==> src/design/iorsd_map.svh <==
`ifndef IORSD_MAP_SVH
`define IORSD_MAP_SVH
// io-to-data offset, io-address limits and data-space addresses
`define IORSD_IO_TO_DATA 8'h20
`define IORSD_IO_LAST 8'h3f
`define IORSD_BIT_LAST 8'h1f
`define IORSD_EXT_FIRST 8'h60
`define IORSD_A_PINS 8'h20
`define IORSD_A_DIR 8'h21
`define IORSD_A_LATCH 8'h22
`define IORSD_B_PINS 8'h23
`define IORSD_B_DIR 8'h24
`define IORSD_B_LATCH 8'h25
`define IORSD_C_PINS 8'h26
`define IORSD_C_DIR 8'h27
`define IORSD_C_LATCH 8'h28
`define IORSD_D_PINS 8'h29
`define IORSD_D_DIR 8'h2a
`define IORSD_D_LATCH 8'h2b
`define IORSD_TFLG0 8'h35
`define IORSD_TFLG1 8'h36
`define IORSD_TFLG2 8'h37
`define IORSD_PCFLG 8'h3b
`define IORSD_ADIS 8'h7e
`define IORSD_CDIS 8'h7f
`define IORSD_T1CA 8'h80
`define IORSD_T1CB 8'h81
`define IORSD_T1FC 8'h82
`define IORSD_T1CNTL 8'h84
`define IORSD_T1CNTH 8'h85
`define IORSD_T1CAPL 8'h86
`define IORSD_T1CAPH 8'h87
`define IORSD_T1MAL 8'h88
`define IORSD_T1MAH 8'h89
`define IORSD_T1MBL 8'h8a
`define IORSD_T1MBH 8'h8b
// implemented bits of flag, comparator disable and timer1 control registers
`define IORSD_TFLG0_MASK 8'h07
`define IORSD_TFLG1_MASK 8'h27
`define IORSD_TFLG2_MASK 8'h07
`define IORSD_PCFLG_MASK 8'h0f
`define IORSD_CDIS_MASK 8'h03
`define IORSD_T1CB_MASK 8'hdf
`define IORSD_T1CA_MASK 8'hf3
`define IORSD_T1FC_MASK 8'hc0
`define IORSD_RESET_VAL 8'h00
`endif

==> src/design/iorsd_pkg.sv <==
`default_nettype none
package iorsd_pkg;
	typedef enum logic [2:0]
	{
		IORSD_OP_NONE = 3'b000,
		IORSD_OP_IN = 3'b001,
		IORSD_OP_OUT = 3'b010,
		IORSD_OP_SET_BIT = 3'b011,
		IORSD_OP_CLR_BIT = 3'b100,
		IORSD_OP_SKIP_ONE = 3'b101,
		IORSD_OP_SKIP_ZERO = 3'b110,
		IORSD_OP_DATA_LOAD = 3'b111
	} iorsd_op_t;
	typedef logic [7:0] iorsd_byte_t;
endpackage : iorsd_pkg
`default_nettype wire

==> src/design/iorsd_decoder.sv <==
// Contract
// - bit set and clear act only on io addresses 0x00 to 0x1f
// - skip-if-bit-one and skip-if-bit-zero test one bit in low range
// - some status flags clear on writing one; zero leaves them
// - bit set/clear is read-modify-write; set flags get cleared too
// - in and out instructions reach io addresses 0x00 to 0x3f only
// - data-space access maps each register at io address plus 0x20
// - extended region 0x60 to 0xff reachable only by load and store
`timescale 1ns/1ns
`default_nettype none
`include "iorsd_map.svh"
module iorsd_decoder
(
	// clock, reset, enable
	input wire logic ref_clk,
	input wire logic srst,
	input wire logic clk_en,
	// core request
	input wire logic req_valid,
	input wire iorsd_pkg::iorsd_op_t req_op,
	input wire logic data_store_instr,
	input wire logic [7:0] req_addr,
	input wire logic [2:0] req_bit,
	input wire logic [7:0] req_wdata,
	// core answer
	output logic [7:0] rsp_rdata,
	output logic rsp_skip,
	output logic rsp_valid,
	output logic rsp_refused,
	// port pins
	input wire logic [7:0] pin_in [4],
	output logic [7:0] port_direction [4],
	output logic [7:0] port_latch [4],
	// peripheral flag events and controls
	input wire logic [7:0] flag_set [4],
	output logic [7:0] flag_state [4],
	output logic [7:0] analog_disable,
	output logic [7:0] comparator_disable,
	output logic [7:0] timer1_regs [11],
	output logic [1:0] timer1_force_pulse
);
	import iorsd_pkg::*;

	// ***********************************************
	// address resolution
	// ***********************************************
	logic [7:0] daddr;
	logic legal;
	logic is_write;
	logic is_bitop;
	logic is_data;
	// io forms wrap past 0xff; legal stops those before any write
	always_comb
	begin
		is_data = (req_op == IORSD_OP_DATA_LOAD) || data_store_instr;
		is_bitop = (req_op == IORSD_OP_SET_BIT) || (req_op == IORSD_OP_CLR_BIT)
			|| (req_op == IORSD_OP_SKIP_ONE) || (req_op == IORSD_OP_SKIP_ZERO);
		is_write = data_store_instr || (req_op == IORSD_OP_OUT)
			|| (req_op == IORSD_OP_SET_BIT) || (req_op == IORSD_OP_CLR_BIT);
		if (is_data)
		begin
			daddr = req_addr;
			legal = 1'b1;
		end
		else if (is_bitop)
		begin
			daddr = req_addr + `IORSD_IO_TO_DATA;
			legal = (req_addr <= `IORSD_BIT_LAST);
		end
		else
		begin
			daddr = req_addr + `IORSD_IO_TO_DATA;
			legal = (req_addr <= `IORSD_IO_LAST);
		end
	end

	// ***********************************************
	// read multiplexer
	// ***********************************************
	// one address selects one byte; unused reads as zero
	logic [7:0] rd_val;
	logic hit;
	always_comb
	begin
		hit = 1'b1;
		unique case (daddr)
			// pin levels read live: inputs are already synchronous
			`IORSD_A_PINS: rd_val = pin_in[0];
			`IORSD_A_DIR: rd_val = port_direction[0];
			`IORSD_A_LATCH: rd_val = port_latch[0];
			`IORSD_B_PINS: rd_val = pin_in[1];
			`IORSD_B_DIR: rd_val = port_direction[1];
			`IORSD_B_LATCH: rd_val = port_latch[1];
			`IORSD_C_PINS: rd_val = pin_in[2];
			`IORSD_C_DIR: rd_val = port_direction[2];
			`IORSD_C_LATCH: rd_val = port_latch[2];
			`IORSD_D_PINS: rd_val = pin_in[3];
			`IORSD_D_DIR: rd_val = port_direction[3];
			`IORSD_D_LATCH: rd_val = port_latch[3];
			`IORSD_TFLG0: rd_val = flag_state[0];
			`IORSD_TFLG1: rd_val = flag_state[1];
			`IORSD_TFLG2: rd_val = flag_state[2];
			`IORSD_PCFLG: rd_val = flag_state[3];
			`IORSD_ADIS: rd_val = analog_disable;
			`IORSD_CDIS: rd_val = comparator_disable;
			`IORSD_T1CA: rd_val = timer1_regs[0];
			`IORSD_T1CB: rd_val = timer1_regs[1];
			`IORSD_T1CNTL: rd_val = timer1_regs[3];
			`IORSD_T1CNTH: rd_val = timer1_regs[4];
			`IORSD_T1CAPL: rd_val = timer1_regs[5];
			`IORSD_T1CAPH: rd_val = timer1_regs[6];
			`IORSD_T1MAL: rd_val = timer1_regs[7];
			`IORSD_T1MAH: rd_val = timer1_regs[8];
			`IORSD_T1MBL: rd_val = timer1_regs[9];
			`IORSD_T1MBH: rd_val = timer1_regs[10];
			default:
			begin
				rd_val = `IORSD_RESET_VAL;
				// write-only force byte is a hit so its strobe fires
				hit = (daddr == `IORSD_T1FC);
			end
		endcase
	end

	// ***********************************************
	// write value and strobes
	// ***********************************************
	// bit ops write back the whole byte read, so set flags clear too
	logic [7:0] wr_val;
	logic [7:0] bit_mask;
	logic wr_en;
	always_comb
	begin
		bit_mask = 8'h01 << req_bit;
		unique case (req_op)
			IORSD_OP_SET_BIT: wr_val = rd_val | bit_mask;
			IORSD_OP_CLR_BIT: wr_val = rd_val & ~bit_mask;
			default: wr_val = req_wdata;
		endcase
		// unused addresses simply absorb the write
		wr_en = clk_en && req_valid && legal && is_write && hit;
	end

	// ***********************************************
	// port registers
	// ***********************************************
	// one slice per port; the three registers sit a byte apart
	logic [7:0] next_dir [4];
	logic [7:0] next_latch [4];
	genvar g;
	generate
		for (g = 0; g < 4; g++)
		begin : g_port
			always_comb
			begin
				next_dir[g] = port_direction[g];
				next_latch[g] = port_latch[g];
				if (wr_en && daddr == `IORSD_A_DIR + 8'(3 * g))
					next_dir[g] = wr_val;
				if (wr_en && daddr == `IORSD_A_LATCH + 8'(3 * g))
					next_latch[g] = wr_val;
			end
			always_ff @(posedge ref_clk)
			begin
				if (srst)
				begin
					port_direction[g] <= `IORSD_RESET_VAL;
					port_latch[g] <= `IORSD_RESET_VAL;
				end
				else if (clk_en)
				begin
					port_direction[g] <= next_dir[g];
					port_latch[g] <= next_latch[g];
				end
			end
		end
	endgenerate

	// ***********************************************
	// write-one-to-clear flags
	// ***********************************************
	localparam logic [7:0] FLAG_ADDR [4] = '{`IORSD_TFLG0, `IORSD_TFLG1,
		`IORSD_TFLG2, `IORSD_PCFLG};
	localparam logic [7:0] FLAG_MASK [4] = '{`IORSD_TFLG0_MASK,
		`IORSD_TFLG1_MASK, `IORSD_TFLG2_MASK, `IORSD_PCFLG_MASK};
	// unimplemented flag bits never set, so they read zero
	logic [7:0] next_flag [4];
	generate
		for (g = 0; g < 4; g++)
		begin : g_flag
			always_comb
			begin
				next_flag[g] = flag_state[g];
				if (wr_en && daddr == FLAG_ADDR[g])
					next_flag[g] = flag_state[g] & ~wr_val;
				// a new event wins over a same-cycle clear
				next_flag[g] = (next_flag[g] | flag_set[g]) & FLAG_MASK[g];
			end
			always_ff @(posedge ref_clk)
			begin
				if (srst)
					flag_state[g] <= `IORSD_RESET_VAL;
				else if (clk_en)
					flag_state[g] <= next_flag[g];
			end
		end
	endgenerate

	// ***********************************************
	// extended region registers
	// ***********************************************
	localparam logic [7:0] T1_ADDR [11] = '{`IORSD_T1CA, `IORSD_T1CB,
		`IORSD_T1FC, `IORSD_T1CNTL, `IORSD_T1CNTH, `IORSD_T1CAPL,
		`IORSD_T1CAPH, `IORSD_T1MAL, `IORSD_T1MAH, `IORSD_T1MBL,
		`IORSD_T1MBH};
	// force byte self-clears, so its strobe lasts one enabled cycle
	logic [7:0] next_t1 [11];
	generate
		for (g = 0; g < 11; g++)
		begin : g_t1
			always_comb
			begin
				next_t1[g] = timer1_regs[g];
				if (g == 2)
					next_t1[g] = `IORSD_RESET_VAL;
				if (wr_en && daddr == T1_ADDR[g])
					next_t1[g] = wr_val;
				if (g == 0)
					next_t1[g] = next_t1[g] & `IORSD_T1CA_MASK;
				if (g == 1)
					next_t1[g] = next_t1[g] & `IORSD_T1CB_MASK;
				if (g == 2)
					next_t1[g] = next_t1[g] & `IORSD_T1FC_MASK;
			end
			always_ff @(posedge ref_clk)
			begin
				if (srst)
					timer1_regs[g] <= `IORSD_RESET_VAL;
				else if (clk_en)
					timer1_regs[g] <= next_t1[g];
			end
		end
	endgenerate

	// ***********************************************
	// disables, force strobe, answer
	// ***********************************************
	// disable bytes have no side effects: plain stored values
	logic [7:0] next_adis;
	logic [7:0] next_cdis;
	logic [1:0] next_force;
	logic [7:0] next_rdata;
	logic next_skip;
	logic next_valid;
	logic next_refused;
	always_comb
	begin
		next_adis = analog_disable;
		next_cdis = comparator_disable;
		if (wr_en && daddr == `IORSD_ADIS)
			next_adis = wr_val;
		if (wr_en && daddr == `IORSD_CDIS)
			next_cdis = wr_val & `IORSD_CDIS_MASK;
		// force bits are write-only: a one-cycle pulse, read back as zero
		next_force = next_t1[2][7:6];
		next_valid = req_valid;
		next_refused = req_valid && !legal;
		// refused reads give zero so stale data cannot leak
		next_rdata = legal ? rd_val : `IORSD_RESET_VAL;
		next_skip = 1'b0;
		if (req_valid && legal && req_op == IORSD_OP_SKIP_ONE)
			next_skip = rd_val[req_bit];
		if (req_valid && legal && req_op == IORSD_OP_SKIP_ZERO)
			next_skip = !rd_val[req_bit];
	end
	always_ff @(posedge ref_clk)
	begin
		if (srst)
		begin
			analog_disable <= `IORSD_RESET_VAL;
			comparator_disable <= `IORSD_RESET_VAL;
			timer1_force_pulse <= 2'h0;
			rsp_rdata <= `IORSD_RESET_VAL;
			rsp_skip <= 1'b0;
			rsp_valid <= 1'b0;
			rsp_refused <= 1'b0;
		end
		else if (clk_en)
		begin
			analog_disable <= next_adis;
			comparator_disable <= next_cdis;
			timer1_force_pulse <= next_force;
			rsp_rdata <= next_rdata;
			rsp_skip <= next_skip;
			rsp_valid <= next_valid;
			rsp_refused <= next_refused;
		end
	end
endmodule : iorsd_decoder
`default_nettype wire

==> config.mk <==
export PLATFORM = sky130hd
export DESIGN_NAME = iorsd_decoder
export DESIGN_NICKNAME = d
export VERILOG_FILES = /design/src/design/iorsd_pkg.sv /design/src/design/iorsd_decoder.sv
export VERILOG_INCLUDE_DIRS = /design/src /design/src/design
export SDC_FILE = /design/constraint.sdc
export NUM_CORES = 1
export LEC_CHECK = 0
export BUFFER_PORTS_ARGS = -buffer_cell sky130_fd_sc_hd__buf_2
export CORE_ASPECT_RATIO = 1.2
export CORE_MARGIN = 3
export CORE_UTILIZATION = 57
export CTS_BUF_LIST = sky130_fd_sc_hd__clkbuf_16
export DETAILED_ROUTE_END_ITERATION = 10
export GPL_TIMING_DRIVEN = 0
export PLACE_DENSITY = 0.84
export SETUP_SLACK_MARGIN = 0.15
export SYNTH_ARGS = -nofsm -noshare
export SYNTH_HDL_FRONTEND = slang
export SYNTH_SLANG_ARGS = --single-unit
==> constraint.sdc <==
create_clock -name ref_clk -period 6.2 [get_ports ref_clk]
set_clock_uncertainty 0.1 [all_clocks]
set_input_delay 0.93 -clock ref_clk [delete_from_list [all_inputs] [get_ports ref_clk]]
set_output_delay 0.93 -clock ref_clk [all_outputs]
set_load 0.03 [all_outputs]
# Word-level counts from Yosys, hierarchy flattened
# Cells that the tools add are included.
# W data, S select, Z words.
word_totals:
  ff_bits: 178
  input_bits: 91
  word_cells: 160
op_classes:
  addsub: 1
  n_lt_le_gt_ge: 3
  eq_ne: 35
  shifts: 1
  mux: 16
  n_bitwise: 12
  n_reduce_logical: 63
op_table:
  columns: ["cell", "n"]
  rows:
  - ["$pmux W8 S28", 1]
  - ["$eq A8 B6 Y1 const B", 16]
  - ["$eq A8 B8 Y1 const B", 11]
  - ["$reduce_and A2 Y1", 20]
  - ["$logic_and A1 B1 Y1", 33]
  - ["$reduce_or A28 Y1", 1]
  - ["$mux W8", 3]
  - ["$eq A8 B7 Y1 const B", 2]
  - ["$pmux W8 S2", 1]
  - ["$eq A3 B3 Y1 const B", 4]
  - ["$add A8 B6 Y8 const B", 1]
  - ["$and A8 B8 Y8", 1]
  - ["$le A8 B5 Y1 const B", 1]
  - ["$le A8 B6 Y1 const B", 1]
  - ["$not A8 Y8", 1]
  - ["$or A8 B8 Y8", 1]
  - ["$shl A1 B3 Y8 const A", 1]
  - ["$logic_or A1 B1 Y1", 7]
  - ["$and A3 B3 Y3", 2]
  - ["$and A6 B6 Y6", 1]
  - ["$eq A3 B2 Y1 const B", 2]
  - ["$mux W1", 6]
  - ["$mux W3", 2]
  - ["$mux W6", 1]
  - ["9 further kinds", 11]

# Logic depth before layout (Yosys ltp)
depth:
  word_depth: 12
  depth_mapped: 14
  ltp_nobuf: 10

# Worst setup path before layout
# Ideal clock, no wire load.
synth_path:
  path_type: "in2reg"
  from: "input port req_addr[5]"
  to: "register timer1_regs[37] (netlist name)"
  setup_time_ps: 128
  t_arrival_ps: 3289
  t_required_ps: 5972
  slack_ps: 2684
  cell_stages: 11
  path_buffers: 2
  cell_sequence: "ha_1 -> or3b_1 -> o2111a_1 -> or4_1 -> a21oi_2 -> o41ai_4 -> buf_6 -> nor3_4 -> buf_6 -> mux2i_1 -> nor2_1"
synth_via:
  elab_chain_len: 8
  word_cells_on_any_way: 46
synth_lines:
  columns: ["item", "line", "text"]
  rows:
  - ["start: declaration", "iorsd_decoder.sv:22", "input wire logic [7:0] req_addr,"]
  - ["$add A8 B6 Y8 (no source line) (tied with other cells)", null, null]
  - ["$mux W8 / $mux W1 (equally long branches)", "iorsd_decoder.sv:60, iorsd_decoder.sv:65", null]
  - ["$eq A8 B6 Y1 (tied with other cells)", "iorsd_decoder.sv:86", "unique case (daddr)"]
  - ["$reduce_or A28 Y1 (no source line) / $logic_and A1 B1 Y1 (equally long branches)", null, null]
  - ["$mux W1 / $logic_and A1 B1 Y1 (equally long branches)", "iorsd_decoder.sv:86, iorsd_decoder.sv:141", null]
  - ["$logic_and A1 B1 Y1", "iorsd_decoder.sv:141", "wr_en = clk_en && req_valid && legal && is_write && hit;"]
  - ["$logic_and A1 B1 Y1", "iorsd_decoder.sv:226", "if (wr_en && daddr == T1_ADDR[g])"]
  - ["$reduce_and A2 Y1 (no source line)", null, null]
  - ["end signal: indexed assignment", "iorsd_decoder.sv:238", "timer1_regs[g] <= `IORSD_RESET_VAL;"]
  - ["end signal: indexed assignment", "iorsd_decoder.sv:240", "timer1_regs[g] <= next_t1[g];"]
  - ["end: declaration", "iorsd_decoder.sv:39", "output logic [7:0] timer1_regs [11],"]
# Parallel ways exist; a longest one is shown, timed or not.
# A chain may end at the register's enable or synchronous reset.

# Worst setup path after layout
layout_path:
  from: "input port req_addr[1]"
  to: "register timer1_regs[85] (netlist name)"
# The elaborated chain is that of the path after synthesis.

==> impl_metrics.json <==
{
  "cts_made_buffers": 17,
  "synth_compound_area_share_pct": 22.4,
  "synth_area_leaders": "dfxtp_1, mux2i_1, nor2_1, a21oi_1, buf_4",
  "initial_core_util_pct": 59.1,
  "fp.dieW_um": 128,
  "synth-seq-cells": 178,
  "synth_cell_type_count": 91,
  "final_cell_mix": "buf_2, dfxtp_1, nor2_1",
  "via_per_inst": 6.85,
  "cts_sinks": 178,
  "top_usage_layer": "met2",
  "yosysWarningCount": 0,
  "synth_xor_xnor_area_share_pct": 0,
  "clkTransAtPathRegs_ns": 0.08,
  "pre_cts_ws_ns": 1.30,
  "cts-root-buf": "clkbuf_16",
  "drive_gt1_share_pct": 30.2,
  "use_met3_pct": 11.3,
  "yosysSeqAreaShare_pct": 35.1,
  "crit_path_end_kind": "register",
  "vias": 11700,
  "final.setup.tns_ns": 0,
  "yosysTopAreaCellShare_pct": 35.1,
  "rsz0062_at_grt": "false",
  "finalPower_mw": 2.68,
  "postPlaceCellArea_um2": 11800,
  "min_period_ns": 4.69,
  "yosys.area.top_type": "dfxtp_1",
  "grt_start_max_net_pins": 19,
  "finalCritPeriodShare_pct": 75.7,
  "grt_pass1_wl_um": 67800,
  "status": "complete, no violations",
  "detail-route-antenna-nets": 0,
  "synth_edf_count": 0,
  "synth_mux_area_share_pct": 9.45,
  "core_area_um2": 17200,
  "synth-main-ff-cell": "dfxtp_1",
  "syn_inst": 1180,
  "drt_pass1_iterations": 8,
  "antenna_found_initial": 1,
  "worstPathCellList": "buf_2, buf_2, nor2b_1, clkbuf_1, nand3_1, nor3_2, a221oi_1, nand2_1, a22oi_1, o211ai_2, buf_2, mux2i_1, nor2_1",
  "synth-async-reset-ratio_pct": 0,
  "synth_area_per_cell_um2": 8.61,
  "syn_to_final_growth_pct": 21.8,
  "clock_latency_ns": 0.45,
  "cts_max_path_buffers": 2,
  "worstMarginPinSlew_ns": 1.18,
  "dp_hpwl_um": 35500,
  "postLayoutCellArea_um2": 12400,
  "dieArea_um2": 19500,
  "arrival_ns": 4.98,
  "setup_ws_ns": 1.51,
  "power.density_nw_per_um2": 217,
  "crit_type": "primary input to register",
  "required_ns": 6.49,
  "gr-total-overflow": 0,
  "yosys.area_share.simple_pct": 23.8,
  "setup_violations": 0,
  "cts_resized": 0,
  "whs_ns": 0.367,
  "timing.final.max_slew_violations": 0,
  "relSlewSlack_pct": 21.1,
  "max_stage_delay_ns": 0.72,
  "synth_top_family_by_area": "simple AND/OR/NAND/NOR gates",
  "num_io_pins": 304,
  "cts_setup_buffers": 0,
  "cts_tree": "done",
  "p_leak_nw": 5.09,
  "fmax_ghz": 0.213,
  "timing.final.hold_violations": 0,
  "crit_path_start_kind": "primary input",
  "nNetsFinal": 1568,
  "drt-total-wl_um": 46800,
  "drt-initial-drc-count": 1499,
  "chipHeight_um": 152,
  "std_cell_rows": 52,
  "htreeDepth": 4,
  "n_antenna_cell": 0,
  "port-buffer-count": 245,
  "hold_path.class": "register to register",
  "synth_area_um2": 10200,
  "grt_pass1_vias": 10800,
  "layout_commonest_cell": "buf_2",
  "gp_congestion": 1.05,
  "slowest_stage": "o211ai_2",
  "drc": 0,
  "crit_top_cell": "buf_2",
  "drv_cap": 0,
  "ir_drop_uv": 197,
  "cts_hold_buf": 0,
  "wl_per_cell_um": 27.5,
  "crit_fanout": 10,
  "grt_util_all_layers_pct": 45.9,
  "synth-adder-area-share_pct": 0.123,
  "grt.met1_usage_pct": 56.3,
  "grtUsageMet2_pct": 71.4
}
-- stage by stage --
step                util, %  instances
CTS                    72.0       1705
finish                 72.0       1705
detailed placement     68.5       1673
global placement       68.5       1673
floorplan                 -       1212
global route           72.0       1705
-- cells in the mapped netlist (all sizes together) (12+ instances only) --
cell type  number
a311oi         19
nand2          66
mux2           12
a22oi          23
nor2          164
mux2i          82
nor3           32
nand3          39
nor2b          19
clkbuf         43
a21oi          70
nand2b         32
dfxtp         178
o21ai          44
a211oi         64
buf           103
-- area by class of cell --
class | instances | area (um^2)
Timing Repair Buffer | 245 | 1230
Multi-Input combinational cell | 879 | 5790
Inverter | 9 | 33.8
Sequential cell | 178 | 3560
Fill cell | 1327 | 4810
Clock buffer | 17 | 425
Buffer | 146 | 891
Tap cell | 216 | 270
Clock inverter | 15 | 170
-- cells by family after synthesis --
| kind of cell | count (synthesis) |
|---|---|
| buffers and inverters | 155 |
| DFF | 178 |
| and+or+nand+nor | 448 |
| AOI/OAI and AO/OA | 303 |
| other | 1 |
| adders and majority gates | 1 |
| muxes | 94 |
-- flip-flops by register name (all words and copies together), names as in the netlist, 2 cells and up --
| name | flops |
|---|---|
| port_latch | 32 |
| rsp_rdata | 8 |
| comparator_disable | 2 |
| timer1_force_pulse | 2 |
| flag_state | 14 |
| analog_disable | 8 |
| timer1_regs | 77 |
| port_direction | 32 |
-- worst max-delay path: cells and delay by family --
family	cells	cell delay, ns
buf+inv	4	1.49
simple gates	5	1.35
compound gates	3	1.05
mux	1	0.15
-- metal layers --
metal | part of all wire, % | vias up
li1 | - | 4848
met1 | 35 | 5451
met2 | 44 | 1086
met3 | 13 | 286
met4 | 8.4 | 2
met5 | 0.028 | -
-- path summary, 6_finish.rpt --
path,start,to,slack (ns),depth (start not counted)
worst min-delay path,rsp_rdata[1]$_SDFFE_PP0P_,rsp_rdata[1]$_SDFFE_PP0P_,0.37,2
worst min register to register,rsp_rdata[1]$_SDFFE_PP0P_,rsp_rdata[1]$_SDFFE_PP0P_,0.37,2
worst max-delay path,req_addr[1],timer1_regs[85]$_SDFFE_PP0P_,1.51,13
worst max register to register,port_latch[21]$_SDFFE_PP0P_,timer1_regs[85]$_SDFFE_PP0P_,2.78,10
-- where the power goes --
part           internal, mW  total [mW]  switching, mW  leakage (nW)
registers              1.15        1.16        0.00813          1.44
logic                 0.111       0.401          0.290          3.37
clock network         0.574        1.13          0.551         0.285
total                  1.83        2.68          0.849          5.09
(Power assumes the default switching activity.)
